## config.mk

```make
export PLATFORM = sky130hd
export DESIGN_NAME = svw_top
export DESIGN_NICKNAME = d
export VERILOG_FILES = /design/src/core/svw_pkg.sv /design/src/core/svw_top.sv
export SDC_FILE = /design/constraint.sdc
export NUM_CORES = 1
export LEC_CHECK = 0
export ABC_AREA = 1
export BUFFER_PORTS_ARGS = -buffer_cell sky130_fd_sc_hd__buf_2
export CORE_MARGIN = 2
export CORE_UTILIZATION = 25
export DETAILED_ROUTE_END_ITERATION = 10
export GPL_ROUTABILITY_DRIVEN = 0
export SYNTH_ARGS = -nofsm -noshare
export SYNTH_HDL_FRONTEND = slang
export SYNTH_SLANG_ARGS = --single-unit
```

## constraint.sdc

```tcl
create_clock -name pclk -period 2.2 [get_ports pclk]
set_input_delay 0.33 -clock pclk [delete_from_list [all_inputs] [get_ports pclk]]
set_output_delay 0.33 -clock pclk [all_outputs]
set_load 0.05 [all_outputs]
```

## src/core/svw_pkg.sv

```systemverilog
// Package for the supervisor watchdog block: register map, field positions, timing.
// Assumes one 250 MHz APB clock domain and a digital view of the analog comparators.
package svw_pkg;

  // ----------------------------------------
  // Register map
  // ----------------------------------------
  localparam logic [7:0] ADDR_CONTROL = 8'h00;
  localparam logic [7:0] ADDR_STATUS_CONTROL = 8'h04;
  localparam logic [7:0] ADDR_WINDOW = 8'h08;
  localparam logic [7:0] ADDR_SUPPLY = 8'h0c;
  localparam logic [7:0] ADDR_DATA_BASE = 8'h40;
  localparam int DATA_WORDS = 8;

  // Register reset values
  localparam logic [7:0] CONTROL_RESET = 8'h32;
  localparam logic [7:0] STATUS_CONTROL_RESET = 8'h1c;

  // ----------------------------------------
  // Field positions
  // ----------------------------------------
  localparam int CR_SENSE_SEL = 7;
  localparam int CR_NMI_HIGH = 6;
  localparam int CR_RST_LOW = 5;
  localparam int CR_NORMAL_OP = 4;
  localparam int CR_RST_EN = 1;
  localparam int SC_PWR_DOWN = 7;
  localparam int SC_WD_FLAG = 6;
  localparam int SC_PERIOD_HI = 4;
  localparam int SC_PERIOD_LO = 3;
  localparam int SC_WD_RESET = 2;
  localparam int SC_EXT_B1 = 1;
  localparam int SC_EXT_B0 = 0;

  // ----------------------------------------
  // Timing
  // ----------------------------------------
  localparam int CLK_MHZ = 250;
  localparam int SAMPLE_US = 25;
  localparam int SAMPLE_CYCLES = SAMPLE_US * CLK_MHZ;
  localparam int SAMPLE_RUN = 3;
  localparam int POR_MS = 100;
  localparam int POR_CYCLES = POR_MS * 1000 * CLK_MHZ;
  localparam int WD_P0_MS = 125;
  localparam int WD_P1_MS = 500;
  localparam int WD_P2_MS = 2000;
  localparam int TICK_US = 1000;
  localparam int TICK_CYCLES = TICK_US * CLK_MHZ;

  typedef enum logic [1:0] {
    SVW_PER_125,
    SVW_PER_500,
    SVW_PER_2000,
    SVW_PER_OFF
  } svw_period_type;

  // Comparator results grouped as one carrier
  typedef struct packed {
    logic below_nmi_460;
    logic below_nmi_475;
    logic below_aux;
    logic below_rst_430;
    logic below_rst_450;
  } svw_supply_type;

endpackage

```

## src/core/svw_top.sv

```systemverilog
// Supervisor watchdog top: APB registers, supply sensing, reset, memory protect, watchdog.
// Assumes comparator levels come asynchronously and APB runs on pclk.
module svw_top #(
  parameter bit HAS_AUX = 1'b1,
  parameter int SAMPLE_CYC = svw_pkg::SAMPLE_CYCLES,
  parameter int POR_CYC = svw_pkg::POR_CYCLES,
  parameter int TICK_CYC = svw_pkg::TICK_CYCLES
) (
  // Clock and reset
  input wire logic pclk,
  input wire logic presetn,
  // APB slave
  input wire logic psel,
  input wire logic penable,
  input wire logic pwrite,
  input wire logic [7:0] paddr,
  input wire logic [31:0] pwdata,
  output logic [31:0] prdata,
  output logic pready,
  output logic pslverr,
  // Comparators and pins
  input wire svw_pkg::svw_supply_type supply,
  input wire logic watchdog_strobe_input_n,
  // Supervisor outputs
  output logic nmi_n,
  output logic nmi_pull_high,
  output logic sys_reset,
  output logic mem_write_protect,
  output logic mem_on_backup,
  output logic ext_supply_on_backup,
  output logic ext_chip_enable_out_n
);

  // ----------------------------------------
  // Registers and synchronisers
  // ----------------------------------------
  logic [7:0] supervisor_control;
  logic [7:0] supervisor_status_control;
  logic window_open;
  logic [7:0] data_mem [svw_pkg::DATA_WORDS];
  logic [4:0] sup_s1, sup_s2, sup_s3;
  logic [4:0] sup_filt;
  logic [2:0] strobe_sync;
  logic pf_below;
  logic [1:0] pf_run;
  logic [31:0] sample_cnt;
  logic rst_low;
  logic [31:0] por_cnt;
  logic wd_timeout;
  logic [31:0] tick_cnt;
  logic [11:0] wd_ms;
  logic wd_rst_pulse;
  logic wd_nmi;

  wire logic wr = psel && penable && pwrite;
  wire logic data_hit = paddr >= svw_pkg::ADDR_DATA_BASE &&
    paddr < svw_pkg::ADDR_DATA_BASE + 8'(4 * svw_pkg::DATA_WORDS);
  wire logic [2:0] data_idx = 3'((paddr - svw_pkg::ADDR_DATA_BASE) >> 2);
  wire logic known = data_hit || paddr == svw_pkg::ADDR_CONTROL ||
    paddr == svw_pkg::ADDR_STATUS_CONTROL || paddr == svw_pkg::ADDR_WINDOW ||
    paddr == svw_pkg::ADDR_SUPPLY;
  wire logic wr_sc = wr && paddr == svw_pkg::ADDR_STATUS_CONTROL;
  wire logic wr_win = wr && paddr == svw_pkg::ADDR_WINDOW;

  assign pready = 1'b1;
  assign pslverr = psel && penable && !known;

  // ----------------------------------------
  // Input synchronisers, three stages
  // ----------------------------------------
  always_ff @(posedge pclk or negedge presetn) begin
    if (!presetn) begin
      sup_s1 <= 5'h1f;
      sup_s2 <= 5'h1f;
      sup_s3 <= 5'h1f;
      sup_filt <= 5'h1f;
      strobe_sync <= 3'h7;
    end else begin
      sup_s1 <= supply;
      sup_s2 <= sup_s1;
      sup_s3 <= sup_s2;
      // A bit moves only once stages two and three agree
      sup_filt <= (sup_s2 & sup_s3) | (sup_filt & (sup_s2 | sup_s3));
      strobe_sync <= {strobe_sync[1:0], watchdog_strobe_input_n};
    end
  end

  // Filtered levels; a glitch shorter than two cycles never reaches the logic
  wire svw_pkg::svw_supply_type sup_now = sup_filt;
  wire logic [4:0] sup_agree = ~(sup_s2 ^ sup_s3);
  logic strobe_prev;
  wire logic strobe_low = !strobe_sync[1] && !strobe_sync[2];

  // ----------------------------------------
  // Power-fail sampling
  // ----------------------------------------
  logic raw_below;
  always_comb begin
    if (supervisor_control[svw_pkg::CR_SENSE_SEL]) begin
      raw_below = HAS_AUX ? sup_now.below_aux : 1'b0;
    end else if (supervisor_control[svw_pkg::CR_NMI_HIGH]) begin
      raw_below = sup_now.below_nmi_475;
    end else begin
      raw_below = sup_now.below_nmi_460;
    end
  end
  wire logic pf_disabled = supervisor_control[svw_pkg::CR_SENSE_SEL] && !HAS_AUX;

  always_ff @(posedge pclk or negedge presetn) begin
    if (!presetn) begin
      sample_cnt <= '0;
      pf_run <= '0;
      pf_below <= 1'b0;
    end else if (sample_cnt == 32'(SAMPLE_CYC - 1)) begin
      sample_cnt <= '0;
      if (raw_below == pf_below || pf_disabled) begin
        pf_run <= '0;
      end else if (pf_run == 2'(svw_pkg::SAMPLE_RUN - 1)) begin
        pf_run <= '0;
        pf_below <= raw_below;
      end else begin
        pf_run <= pf_run + 2'h1;
      end
    end else begin
      sample_cnt <= sample_cnt + 32'h1;
    end
  end

  // ----------------------------------------
  // Supply reset
  // ----------------------------------------
  wire logic rst_now = supervisor_control[svw_pkg::CR_RST_LOW] ?
    sup_now.below_rst_430 : sup_now.below_rst_450;
  wire logic rst_stable = sup_agree[0] && sup_agree[1];
  wire logic nv_mode = !supervisor_control[svw_pkg::CR_RST_EN] &&
    !supervisor_control[svw_pkg::CR_NORMAL_OP];

  always_ff @(posedge pclk or negedge presetn) begin
    if (!presetn) begin
      rst_low <= 1'b0;
      por_cnt <= '0;
    end else begin
      if (rst_stable) begin
        rst_low <= rst_now;
      end
      if (rst_low && rst_stable && !rst_now) begin
        por_cnt <= 32'(POR_CYC);
      end else if (por_cnt != '0) begin
        por_cnt <= por_cnt - 32'h1;
      end
    end
  end

  wire logic supply_reset = supervisor_control[svw_pkg::CR_RST_EN] && !nv_mode &&
    (rst_low || por_cnt != '0);

  // ----------------------------------------
  // Watchdog
  // ----------------------------------------
  wire svw_pkg::svw_period_type period = svw_pkg::svw_period_type'(
    supervisor_status_control[svw_pkg::SC_PERIOD_HI:svw_pkg::SC_PERIOD_LO]);
  logic [11:0] limit_ms;
  always_comb begin
    case (period)
      svw_pkg::SVW_PER_125: limit_ms = 12'(svw_pkg::WD_P0_MS);
      svw_pkg::SVW_PER_500: limit_ms = 12'(svw_pkg::WD_P1_MS);
      svw_pkg::SVW_PER_2000: limit_ms = 12'(svw_pkg::WD_P2_MS);
      default: limit_ms = '0;
    endcase
  end
  wire logic wd_on = period != svw_pkg::SVW_PER_OFF;
  wire logic wd_restart = (strobe_low && strobe_prev) || wr_win || wr_sc;

  always_ff @(posedge pclk or negedge presetn) begin
    if (!presetn) begin
      strobe_prev <= 1'b0;
    end else begin
      strobe_prev <= !strobe_low;
    end
  end

  always_ff @(posedge pclk or negedge presetn) begin
    if (!presetn) begin
      tick_cnt <= '0;
      wd_ms <= '0;
      wd_timeout <= 1'b0;
    end else begin
      wd_timeout <= 1'b0;
      if (!wd_on || wd_restart) begin
        tick_cnt <= '0;
        wd_ms <= '0;
      end else if (tick_cnt == 32'(TICK_CYC - 1)) begin
        tick_cnt <= '0;
        if (wd_ms == limit_ms - 12'h1) begin
          wd_ms <= '0;
          wd_timeout <= 1'b1;
        end else begin
          wd_ms <= wd_ms + 12'h1;
        end
      end else begin
        tick_cnt <= tick_cnt + 32'h1;
      end
    end
  end

  always_ff @(posedge pclk or negedge presetn) begin
    if (!presetn) begin
      wd_rst_pulse <= 1'b0;
      wd_nmi <= 1'b0;
    end else begin
      wd_rst_pulse <= wd_timeout && supervisor_status_control[svw_pkg::SC_WD_RESET];
      if (wd_timeout && !supervisor_status_control[svw_pkg::SC_WD_RESET]) begin
        wd_nmi <= 1'b1;
      end else if (wr_win || strobe_low) begin
        wd_nmi <= 1'b0;
      end
    end
  end

  // ----------------------------------------
  // Registers over APB
  // ----------------------------------------
  always_ff @(posedge pclk or negedge presetn) begin
    if (!presetn) begin
      supervisor_control <= svw_pkg::CONTROL_RESET;
      supervisor_status_control <= svw_pkg::STATUS_CONTROL_RESET;
      window_open <= 1'b0;
    end else begin
      if (wr && paddr == svw_pkg::ADDR_CONTROL) begin
        supervisor_control <= pwdata[7:0];
      end
      if (wr_win) begin
        window_open <= pwdata[0];
      end
      if (wr_sc) begin
        supervisor_status_control[5:0] <= pwdata[5:0];
        supervisor_status_control[svw_pkg::SC_WD_FLAG] <= pwdata[svw_pkg::SC_WD_FLAG];
      end
      // Set wins over a clear in the same cycle
      if (wd_timeout) begin
        supervisor_status_control[svw_pkg::SC_WD_FLAG] <= 1'b1;
      end
      supervisor_status_control[svw_pkg::SC_PWR_DOWN] <= pf_below;
    end
  end

  // Top-block data words; locked while supply is low
  for (genvar i = 0; i < svw_pkg::DATA_WORDS; i++) begin : g_mem
    always_ff @(posedge pclk or negedge presetn) begin
      if (!presetn) begin
        data_mem[i] <= 8'h00;
      end else if (wr && data_hit && data_idx == 3'(i) && !mem_write_protect) begin
        data_mem[i] <= pwdata[7:0];
      end
    end
  end

  always_ff @(posedge pclk or negedge presetn) begin
    if (!presetn) begin
      prdata <= '0;
    end else if (psel && !penable && !pwrite) begin
      prdata <= '0;
      if (data_hit) begin
        prdata <= {24'h0, data_mem[data_idx]};
      end else if (paddr == svw_pkg::ADDR_CONTROL) begin
        prdata <= {24'h0, supervisor_control};
      end else if (paddr == svw_pkg::ADDR_STATUS_CONTROL) begin
        prdata <= {24'h0, supervisor_status_control};
      end else if (paddr == svw_pkg::ADDR_WINDOW) begin
        prdata <= {31'h0, window_open};
      end else if (paddr == svw_pkg::ADDR_SUPPLY) begin
        prdata <= {30'h0, pf_below, rst_low};
      end
    end
  end

  // ----------------------------------------
  // Outputs
  // ----------------------------------------
  always_ff @(posedge pclk or negedge presetn) begin
    if (!presetn) begin
      nmi_n <= 1'b1;
      nmi_pull_high <= 1'b0;
      sys_reset <= 1'b1;
      mem_write_protect <= 1'b1;
      mem_on_backup <= 1'b1;
      ext_supply_on_backup <= 1'b1;
      ext_chip_enable_out_n <= 1'b1;
    end else begin
      // Level interrupt while power-fail holds; status bit 7, or bit 6 for the watchdog, tells the cause
      nmi_n <= !((pf_below && !pf_disabled) || wd_nmi) || (nv_mode && rst_low);
      // Nonvolatile mode keeps the pin high while the supply is out
      nmi_pull_high <= nv_mode && rst_low;
      // Watchdog reset is one cycle; the host must latch it if it needs more
      sys_reset <= supply_reset || wd_rst_pulse;
      mem_write_protect <= rst_low;
      mem_on_backup <= rst_low;
      ext_supply_on_backup <= rst_low &&
        supervisor_status_control[svw_pkg::SC_EXT_B1:svw_pkg::SC_EXT_B0] == 2'h0;
      ext_chip_enable_out_n <= rst_low &&
        supervisor_status_control[svw_pkg::SC_EXT_B1:svw_pkg::SC_EXT_B0] == 2'h0;
    end
  end
endmodule

```

==> results of run 1 <==
-- per-stage QoR --
stage	worst slack [ns]	instance area, µm²	power, mW	hold slack [ns]	utilization, %
3_3_place_gp	0.180	13400	6.09	0.304	27.5
2_1_floorplan	0.105	12400	5.72	0.0344	-
6_report	0.244	14400	10.6	0.0280	29.5
4_1_cts	0.221	14400	10.7	0.00736	29.5
3_5_place_dp	0.195	13400	6.11	0.304	27.5
5_1_grt	0.0362	14400	11.1	0.0184	29.5
-- state kept, by name, summed over array words and instances, names as in the netlist, 2 cells and up --
register / flops
strobe_sync: 3
sample_cnt: 32
sup_s1: 5
supervisor_status_control: 8
prdata: 8
sup_s2: 5
por_cnt: 32
supervisor_control: 8
pf_run: 2
sup_s3: 5
data_mem: 64
tick_cnt: 32
wd_ms: 12
sup_filt: 5
-- timing repair --
action,CTS,global route
endpoints found under the setup margin,0,0
hold buffers,7,0
endpoints found under the hold margin,59,0
-- power by group through the flow --
stage	sequential, mW	combinational [mW]	clock (mW)
6_report	4.75	1.29	4.56
5_1_grt	4.78	1.44	4.88
4_1_cts	4.75	1.30	4.69
3_5_place_dp	4.83	1.29	0
3_3_place_gp	4.82	1.27	0
2_1_floorplan	4.89	0.835	0
-- cells in the mapped netlist, types with 11 or more instances --
master / instances / area [µm²]
dfstp_2: 33 / 867
a21oi_1: 19 / 95.1
xor2_1: 55 / 482
clkbuf_1: 15 / 56.3
dfrtp_1: 200 / 5000
o21ai_0: 101 / 505
nor2_1: 224 / 841
inv_1: 181 / 679
xnor2_1: 14 / 123
nand4_1: 48 / 300
buf_2: 11 / 55.1
nor3_1: 63 / 315
nand2_1: 408 / 1530
nand3_1: 105 / 526
buf_4: 30 / 225
or2_2: 13 / 81.3
-- worst paths after layout --
kind                       startpoint                            to  slack [ns]  depth (start not counted)
min in group asynchronous     presetn                  data_mem[23]        0.31                          2
hold reg to reg             sup_s1[3]                     sup_s2[3]        0.35                          0
max in group asynchronous     presetn                     sup_s1[3]        1.13                          3
setup / recovery            sup_s2[1]                    por_cnt[1]        0.24                         10
hold / removal              pwdata[3]  supervisor_status_control[3]        0.03                          3
setup reg to reg            sup_s2[1]                    por_cnt[1]        0.24                         10
-- logic make-up (layout without fill, tap and decap cells) --
family	after synthesis	in the layout	share of synthesized area (%)
AO/OA/AOI/OAI	141	141	6.17
other	2	26	0.0610
buffers and inverters	243	317	8.56
AND/OR/NAND/NOR	896	896	31.5
flip-flops	233	233	47.7
XOR/XNOR	69	69	4.91
adder cells (fa/ha/maj)	12	12	1.16
-- critical path: cells and delay by family, from the launching register on --
family | cells | cell delay, ns
adder cells (fa/ha/maj) | 1 | 0.29
flip-flops | 1 | 0.54
buffers and inverters | 4 | 0.45
AND/OR/NAND/NOR | 4 | 0.42
AO/OA/AOI/OAI | 1 | 0.13
-- cell type report --
class	count	area share, %
Sequential cell	233	40.8
Multi-Input combinational cell	1143	38.1
Tap cell	664	5.78
Clock buffer	35	5.18
Inverter	183	4.78
Timing Repair Buffer	86	4.21
Clock inverter	13	1.15
Antenna cell	1	0.0174
-- layout by cell type (no fill, tap or decap), types with 5 or more instances in the layout --
cell type      Yosys  routed
xor2_1            55      55
nand3b_1           9       9
nor2_1           224     224
clkbuf_8           0       6
dfstp_2           33      33
ha_1               9       9
dfrtp_1          200     200
inv_1            181     181
o21ai_0          101     101
conb_1             2      25
buf_2             11      41
nand4_1           48      48
nand2_1          408     408
buf_4             30      34
o21bai_1           6       6
or2_2             13      13
clkbuf_16          0      26
a21oi_1           19      19
xnor2_1           14      14
nor3_1            63      63
a21boi_0           6       6
nor4_1             8       8
nand3_1          105     105
a22oi_1            7       7
dlygate4sd3_1      0       7
clkinv_2           0       5
nor2_4             5       5
-- per-layer routing --
| layer | part of all wire (%) | global-route usage (%) | up-vias |
|---|---|---|---|
| li1 | - | - | 5202 |
| met3 | 5.6 | 2.34 | 54 |
| met5 | 0.11 | 0 | - |
| met1 | 47 | 16.9 | 4931 |
| met4 | 2.8 | 3.33 | 6 |
| met2 | 45 | 19.7 | 261 |
==> results by group, run 1 <==
Yosys
  – Number of synthesized flops with an enable pin: 0
  – Cell count after synthesis: ~1600
  – Synth Register Bits: between 200 and 250
  – Avg Inst Size Synth: ~7.7 µm²
  – Distinct cells, synth: 38
  – Register area share after synthesis: a little under half
  – Most used flip-flop cell after synthesis: dfrtp_1
  – YS warnings: 0
  – Asr flop ratio synth: 100%
  – Mapped Area: approximately 0.012 mm²

Floorplanning
  – Core Rows: just over 80
  – I/O pins: slightly above 90
  – Core area: ~0.049 mm²
  – Initial Util: 25.3%
  – Die ar.: 0.0511 mm²
  – Die X: ~230 µm
  – Die outline height: approximately 230 µm

Power and ir drop
  – Gate power share: approximately an eighth
  – Seq pwr share: ~45%
  – Peak supply drop: 0.587 mV
  – Clock network power share: between 40% and 50%
  – Sw frac: 27.5%
  – Pwr per Cell Area: about 740 mW/mm²
  – Lkg Pwr: between 6 and 7 nW
  – Pint: roughly 7.7 mW
  – Net Switching: 2.92 mW

Detailed routing
  – Total routed wirelength: about 31000 µm
  – Via density: 4.43
  – DRT Pass-1 Iters: 5
  – Post-DRT Antenna Nets: 0
  – Via count: approximately 10000
  – Initial detailed-routing violation count: 637
  – Wirelength per Cell: 13.1 µm
  – Post-route DRC: 0

Place
  – # port buffers: 42
  – Post-DP HPWL: between 20000 and 25000 µm
  – Placed cell count: about 2300

Clock network
  – Setup Buffers After CTS: 0
  – Clock transition at the registers of the reported paths: about 0.06 ns
  – Clk Tree Root Cell: clkbuf_16
  – Num CTS Buffers: 26
  – CTS tree: yes
  – H-tree level count: 1
  – CTS sink count: 233
  – Worst-Skew Late Latency: roughly 0.55 ns
  – Clock Tree Buf Depth: 3
  – Gates resized, CTS repair: 0

Timing
  – Final period demand of the worst path: around 2.0 ns
  – Achievable frequency: between 0.5 and 0.6 GHz
  – RSZ-0062 raised after global routing: no
  – Slew margin rel.: approximately 50%
  – Final Hold Vio Count: 0
  – Final Cycle Share: 88.9%
  – Final count of pins violating max slew: 0
  – Worst-margin pin slew: around 0.74 ns
  – Final setup TNS: 0 ns
  – Setup violators final: 0
  – Final Skew: a little under 0.02 ns

Cells and area
  – Share of cells above drive strength 1: between 10% and 20%
  – Area occupied by registers: 0.00587 mm²
  – Area of the multi-input gates: 0.00548 mm²
  – # nets final: between 1500 and 2000
  – Layout Cells excl Fill: between 2000 and 2500
  – Filler cells: ~5200
  – Area Growth Syn to Fin: 16.8%

Critical path
  – Endpoint class of the critical path: register
  – Worst Path Arrival: approximately 2.4 ns
  – Slowest CP cell: dfstp_2
  – Critical path class: reg2reg
  – CP peak stage delay: roughly 0.54 ns
  – Startpoint types: register
  – Data required, critical path: roughly 2.6 ns
  – Worst-path cell chain: inv_1 -> ha_1 -> nor2_1 -> inv_1 -> nor2_1 -> nand2_1 -> inv_2 -> nor2_4 -> inv_1 -> o21ai_0
  – Crit-path max FO: 11
  – Cell mode on critical path: inv_1

GRT
  – GRT Util Overall: 12.3%
  – Global-route wire length before repair: just over 50000 µm
  – Initial antenna violation count: 4
  – GRT Residual Overflow: 0
  – Pin count of the biggest net entering global routing: 62
  – Vias in the first global route: around 10000

Status
  – Status: finished clean

Job
  – # Max-Cap Violations: 0

Min path
  – Hold WC Path Type: in2reg
Power figures use the tool's default switching activity.
==> run 2, diff against run 1 <==
--- a/config.mk
+++ b/config.mk
@@ -11,6 +11,8 @@
 export CORE_UTILIZATION = 25
 export DETAILED_ROUTE_END_ITERATION = 10
 export GPL_ROUTABILITY_DRIVEN = 0
+export PLACE_DENSITY = 0.49
 export SYNTH_ARGS = -nofsm -noshare
 export SYNTH_HDL_FRONTEND = slang
 export SYNTH_SLANG_ARGS = --single-unit
+export TNS_END_PERCENT = 1
==> results by group, run 2 (synthesized netlist as in run 1, its figures left out) <==
Critical path
  – Worst Path Arrival: 2.34 ns (-0.04 ns)
  – Endpoint class of the critical path: register
  – Worst r2r path cells: 9 (-1)
  – Flop-to-flop setup slack: 0.28 ns (+0.04 ns)
  – Reg2Reg Capture Point: wd_ms[2]
  – Critical path class: reg2reg
  – CP Launch Point: supervisor_status_control[4]
  – Startpoint types: register
  – Crit Reg-Reg Startpoint: supervisor_status_control[4]
  – Crit-path max FO: 9 (-2)
  – End of the critical path: wd_ms[2]
  – Data required, critical path: 2.62 ns (about the same)

Clock network
  – CTS sink count: 233 (unchanged)
  – H-tree level count: 1 (unchanged)
  – Worst-Skew Late Latency: 0.56 ns (about the same)
  – CTS tree: yes
  – Clock transition at the registers of the reported paths: 0.07 ns (about the same)
  – Setup Buffers After CTS: 0 (unchanged)
  – Clock Tree Buf Depth: 3 (unchanged)
  – Num CTS Buffers: 26 (unchanged)
  – Clk Tree Root Cell: clkbuf_16

Job
  – # Max-Cap Violations: 0 (unchanged)

Detailed routing
  – Post-route DRC: 0 (unchanged)
  – Post-DRT Antenna Nets: 0 (unchanged)
  – Total routed wirelength: 32400 µm (+4.5%)
  – Via count: 10330 (-1.2%)
  – DRT Pass-1 Iters: 5 (unchanged)
  – Wirelength per Cell: 13.7 µm (+4.2%)
  – Via density: 4.37 (-1.4%)
  – Initial detailed-routing violation count: 834 (+31%)

GRT
  – GRT Util Overall: 12.8% (+0.56 points)
  – Global-route wire length before repair: 52700 µm (+2.8%)
  – GRT Residual Overflow: 0 (unchanged)
  – Initial antenna violation count: 4 (unchanged)
  – Vias in the first global route: 9796 (-2.5%)
  – Pin count of the biggest net entering global routing: 55 (-11%)

Power and ir drop
  – Gate power share: 12.5% (+0.3 points)
  – Net Switching: 3.05 mW (+4.7%)
  – Peak supply drop: 0.525 mV (-11%)
  – Pwr per Cell Area: 733 mW/mm² (-0.58%)
  – Lkg Pwr: 6.64 nW (+0.16%)
  – Sw frac: 28.9% (+1.4 points)
  – Clock network power share: 42.5% (-0.5 points)
  – Seq pwr share: 45.1% (+0.2 points)
  – Pwr Total: 10.6 mW (-0.44%)
  – Pint: 7.50 mW (-2.4%)

Status
  – Status: finished clean

Timing
  – Final Cycle Share: 87.3% (-1.6 points)
  – Setup violators final: 0 (unchanged)
  – Slew margin rel.: 62.9% (+13 points)
  – Final period demand of the worst path: 1.92 ns (-0.0363 ns)
  – Final setup TNS: 0 ns (unchanged)
  – Worst-margin pin slew: 0.552 ns (-0.191 ns)
  – Final Skew: 0.0255 ns (+0.00594 ns)
  – Achievable frequency: 0.521 GHz (+1.9%)
  – RSZ-0062 raised after global routing: no
  – Final count of pins violating max slew: 0 (unchanged)
  – Final Hold Vio Count: 0 (unchanged)

Floorplanning
  – Core area: 0.0487 mm² (unchanged)
  – Die outline height: 226 µm (unchanged)
  – Initial Util: 25.3% (unchanged)
  – I/O pins: 92 (unchanged)
  – Die X: 226 µm (unchanged)
  – Core Rows: 81 (unchanged)
  – Die ar.: 0.0511 mm² (unchanged)

Cells and area
  – Max reg flops: 64 (unchanged)
  – Area of the multi-input gates: 0.00548 mm² (unchanged)
  – # nets final: 1739 (+0.35%)
  – Largest reg by FF count: data_mem
  – Commonest cells after routing, fill and taps aside: 408 x nand2_1, 224 x nor2_1, 200 x dfrtp_1
  – Area Growth Syn to Fin: 16.9%
  – Commonest non-fill, non-tap cell in the layout: nand2_1
  – Share of cells above drive strength 1: 11.1% (+0.37 points)
  – Filler cells: 5230 (+0.27%)
  – Area occupied by registers: 0.00587 mm² (unchanged)

Place
  – Post-DP HPWL: 23800 µm (+4.4%)
  – # port buffers: 42 (unchanged)

Min path
  – Hold WC Path Type: in2reg
## run 2: cell types whose count changed in the layout (fill, tap and decap cells not counted), sizes merged
cell / previous run / this run
bufinv: 3 / 2
clkinv: 6 / 8
inv: 184 / 187
clkinvlp: 3 / 5
buf: 79 / 83
clkbuf: 35 / 29
dlygate4sd3: 7 / 9
## run 2: worst min path at each step
stage,to,start,slack [ns],cells after the start
floorplan,data_mem[0],presetn,0.03,0
global placement,data_mem[8],presetn,0.28,1
detailed placement,data_mem[0],presetn,0.28,1
CTS,supervisor_status_control[3],pwdata[3],0.005,3
global route,supervisor_status_control[3],pwdata[3],0.05,3
finish,supervisor_status_control[3],pwdata[3],0.03,3
## run 2: layout make-up
| cell class | instances | share of cell area, % |
|---|---|---|
| Antenna cell | 1 | 0.0174 |
| Clock buffer | 29 | 4.80 |
| Clock inverter | 19 | 1.30 |
| Inverter | 183 | 4.77 |
| Multi-Input combinational cell | 1143 | 38.0 |
| Sequential cell | 233 | 40.8 |
| Tap cell | 664 | 5.77 |
| Timing Repair Buffer | 92 | 4.55 |
## run 2: worst max-delay path, stage by stage (launching register included)
cell and delay (ns):
dfstp_2 0.64, inv_1 0.18, nand2_1 0.18, nand2_1 0.07, nand2_1 0.06, nand3_1 0.07
nor2_1 0.13, nand3_1 0.25, nand4_1 0.16, nand2_1 0.06
## run 2: repair_timing
action	CTS	global route
endpoints found under the hold margin	47	0
hold buffers	9	0
gates resized for setup	0	0
## run 2: power by group through the flow
stage	combinational, mW	clock [mW]	sequential [mW]
floorplan	0.835	0	4.89
global placement	1.31	0	4.83
detailed placement	1.32	0	4.83
CTS	1.34	4.63	4.76
global route	1.49	4.81	4.79
finish	1.31	4.48	4.76
## run 2: routing by layer
layer / vias to the layer above / wire, µm / global-route usage, % / share of wire, %
met3: 39 / 1300 / 2.28 / 4.0
met1: 4888 / 16100 / 18.3 / 50
met2: 181 / 14400 / 20.3 / 44
met4: 4 / 629 / 2.73 / 1.9
met5: - / 17 / 0 / 0.052
li1: 5218 / - / - / -
## run 2: metrics by stage
stage | std cells | utilization (%) | setup WS, ns | instance area, µm² | hold slack [ns]
floorplan | 1619 | - | 0.105 | 12400 | 0.0344
detailed placement | 2306 | 27.6 | 0.220 | 13400 | 0.276
global placement | 2306 | 27.6 | 0.204 | 13400 | 0.283
CTS | 2363 | 29.5 | 0.245 | 14400 | 0.00503
global route | 2363 | 29.5 | 0.0733 | 14400 | 0.0479
finish | 2364 | 29.5 | 0.280 | 14400 | 0.0332
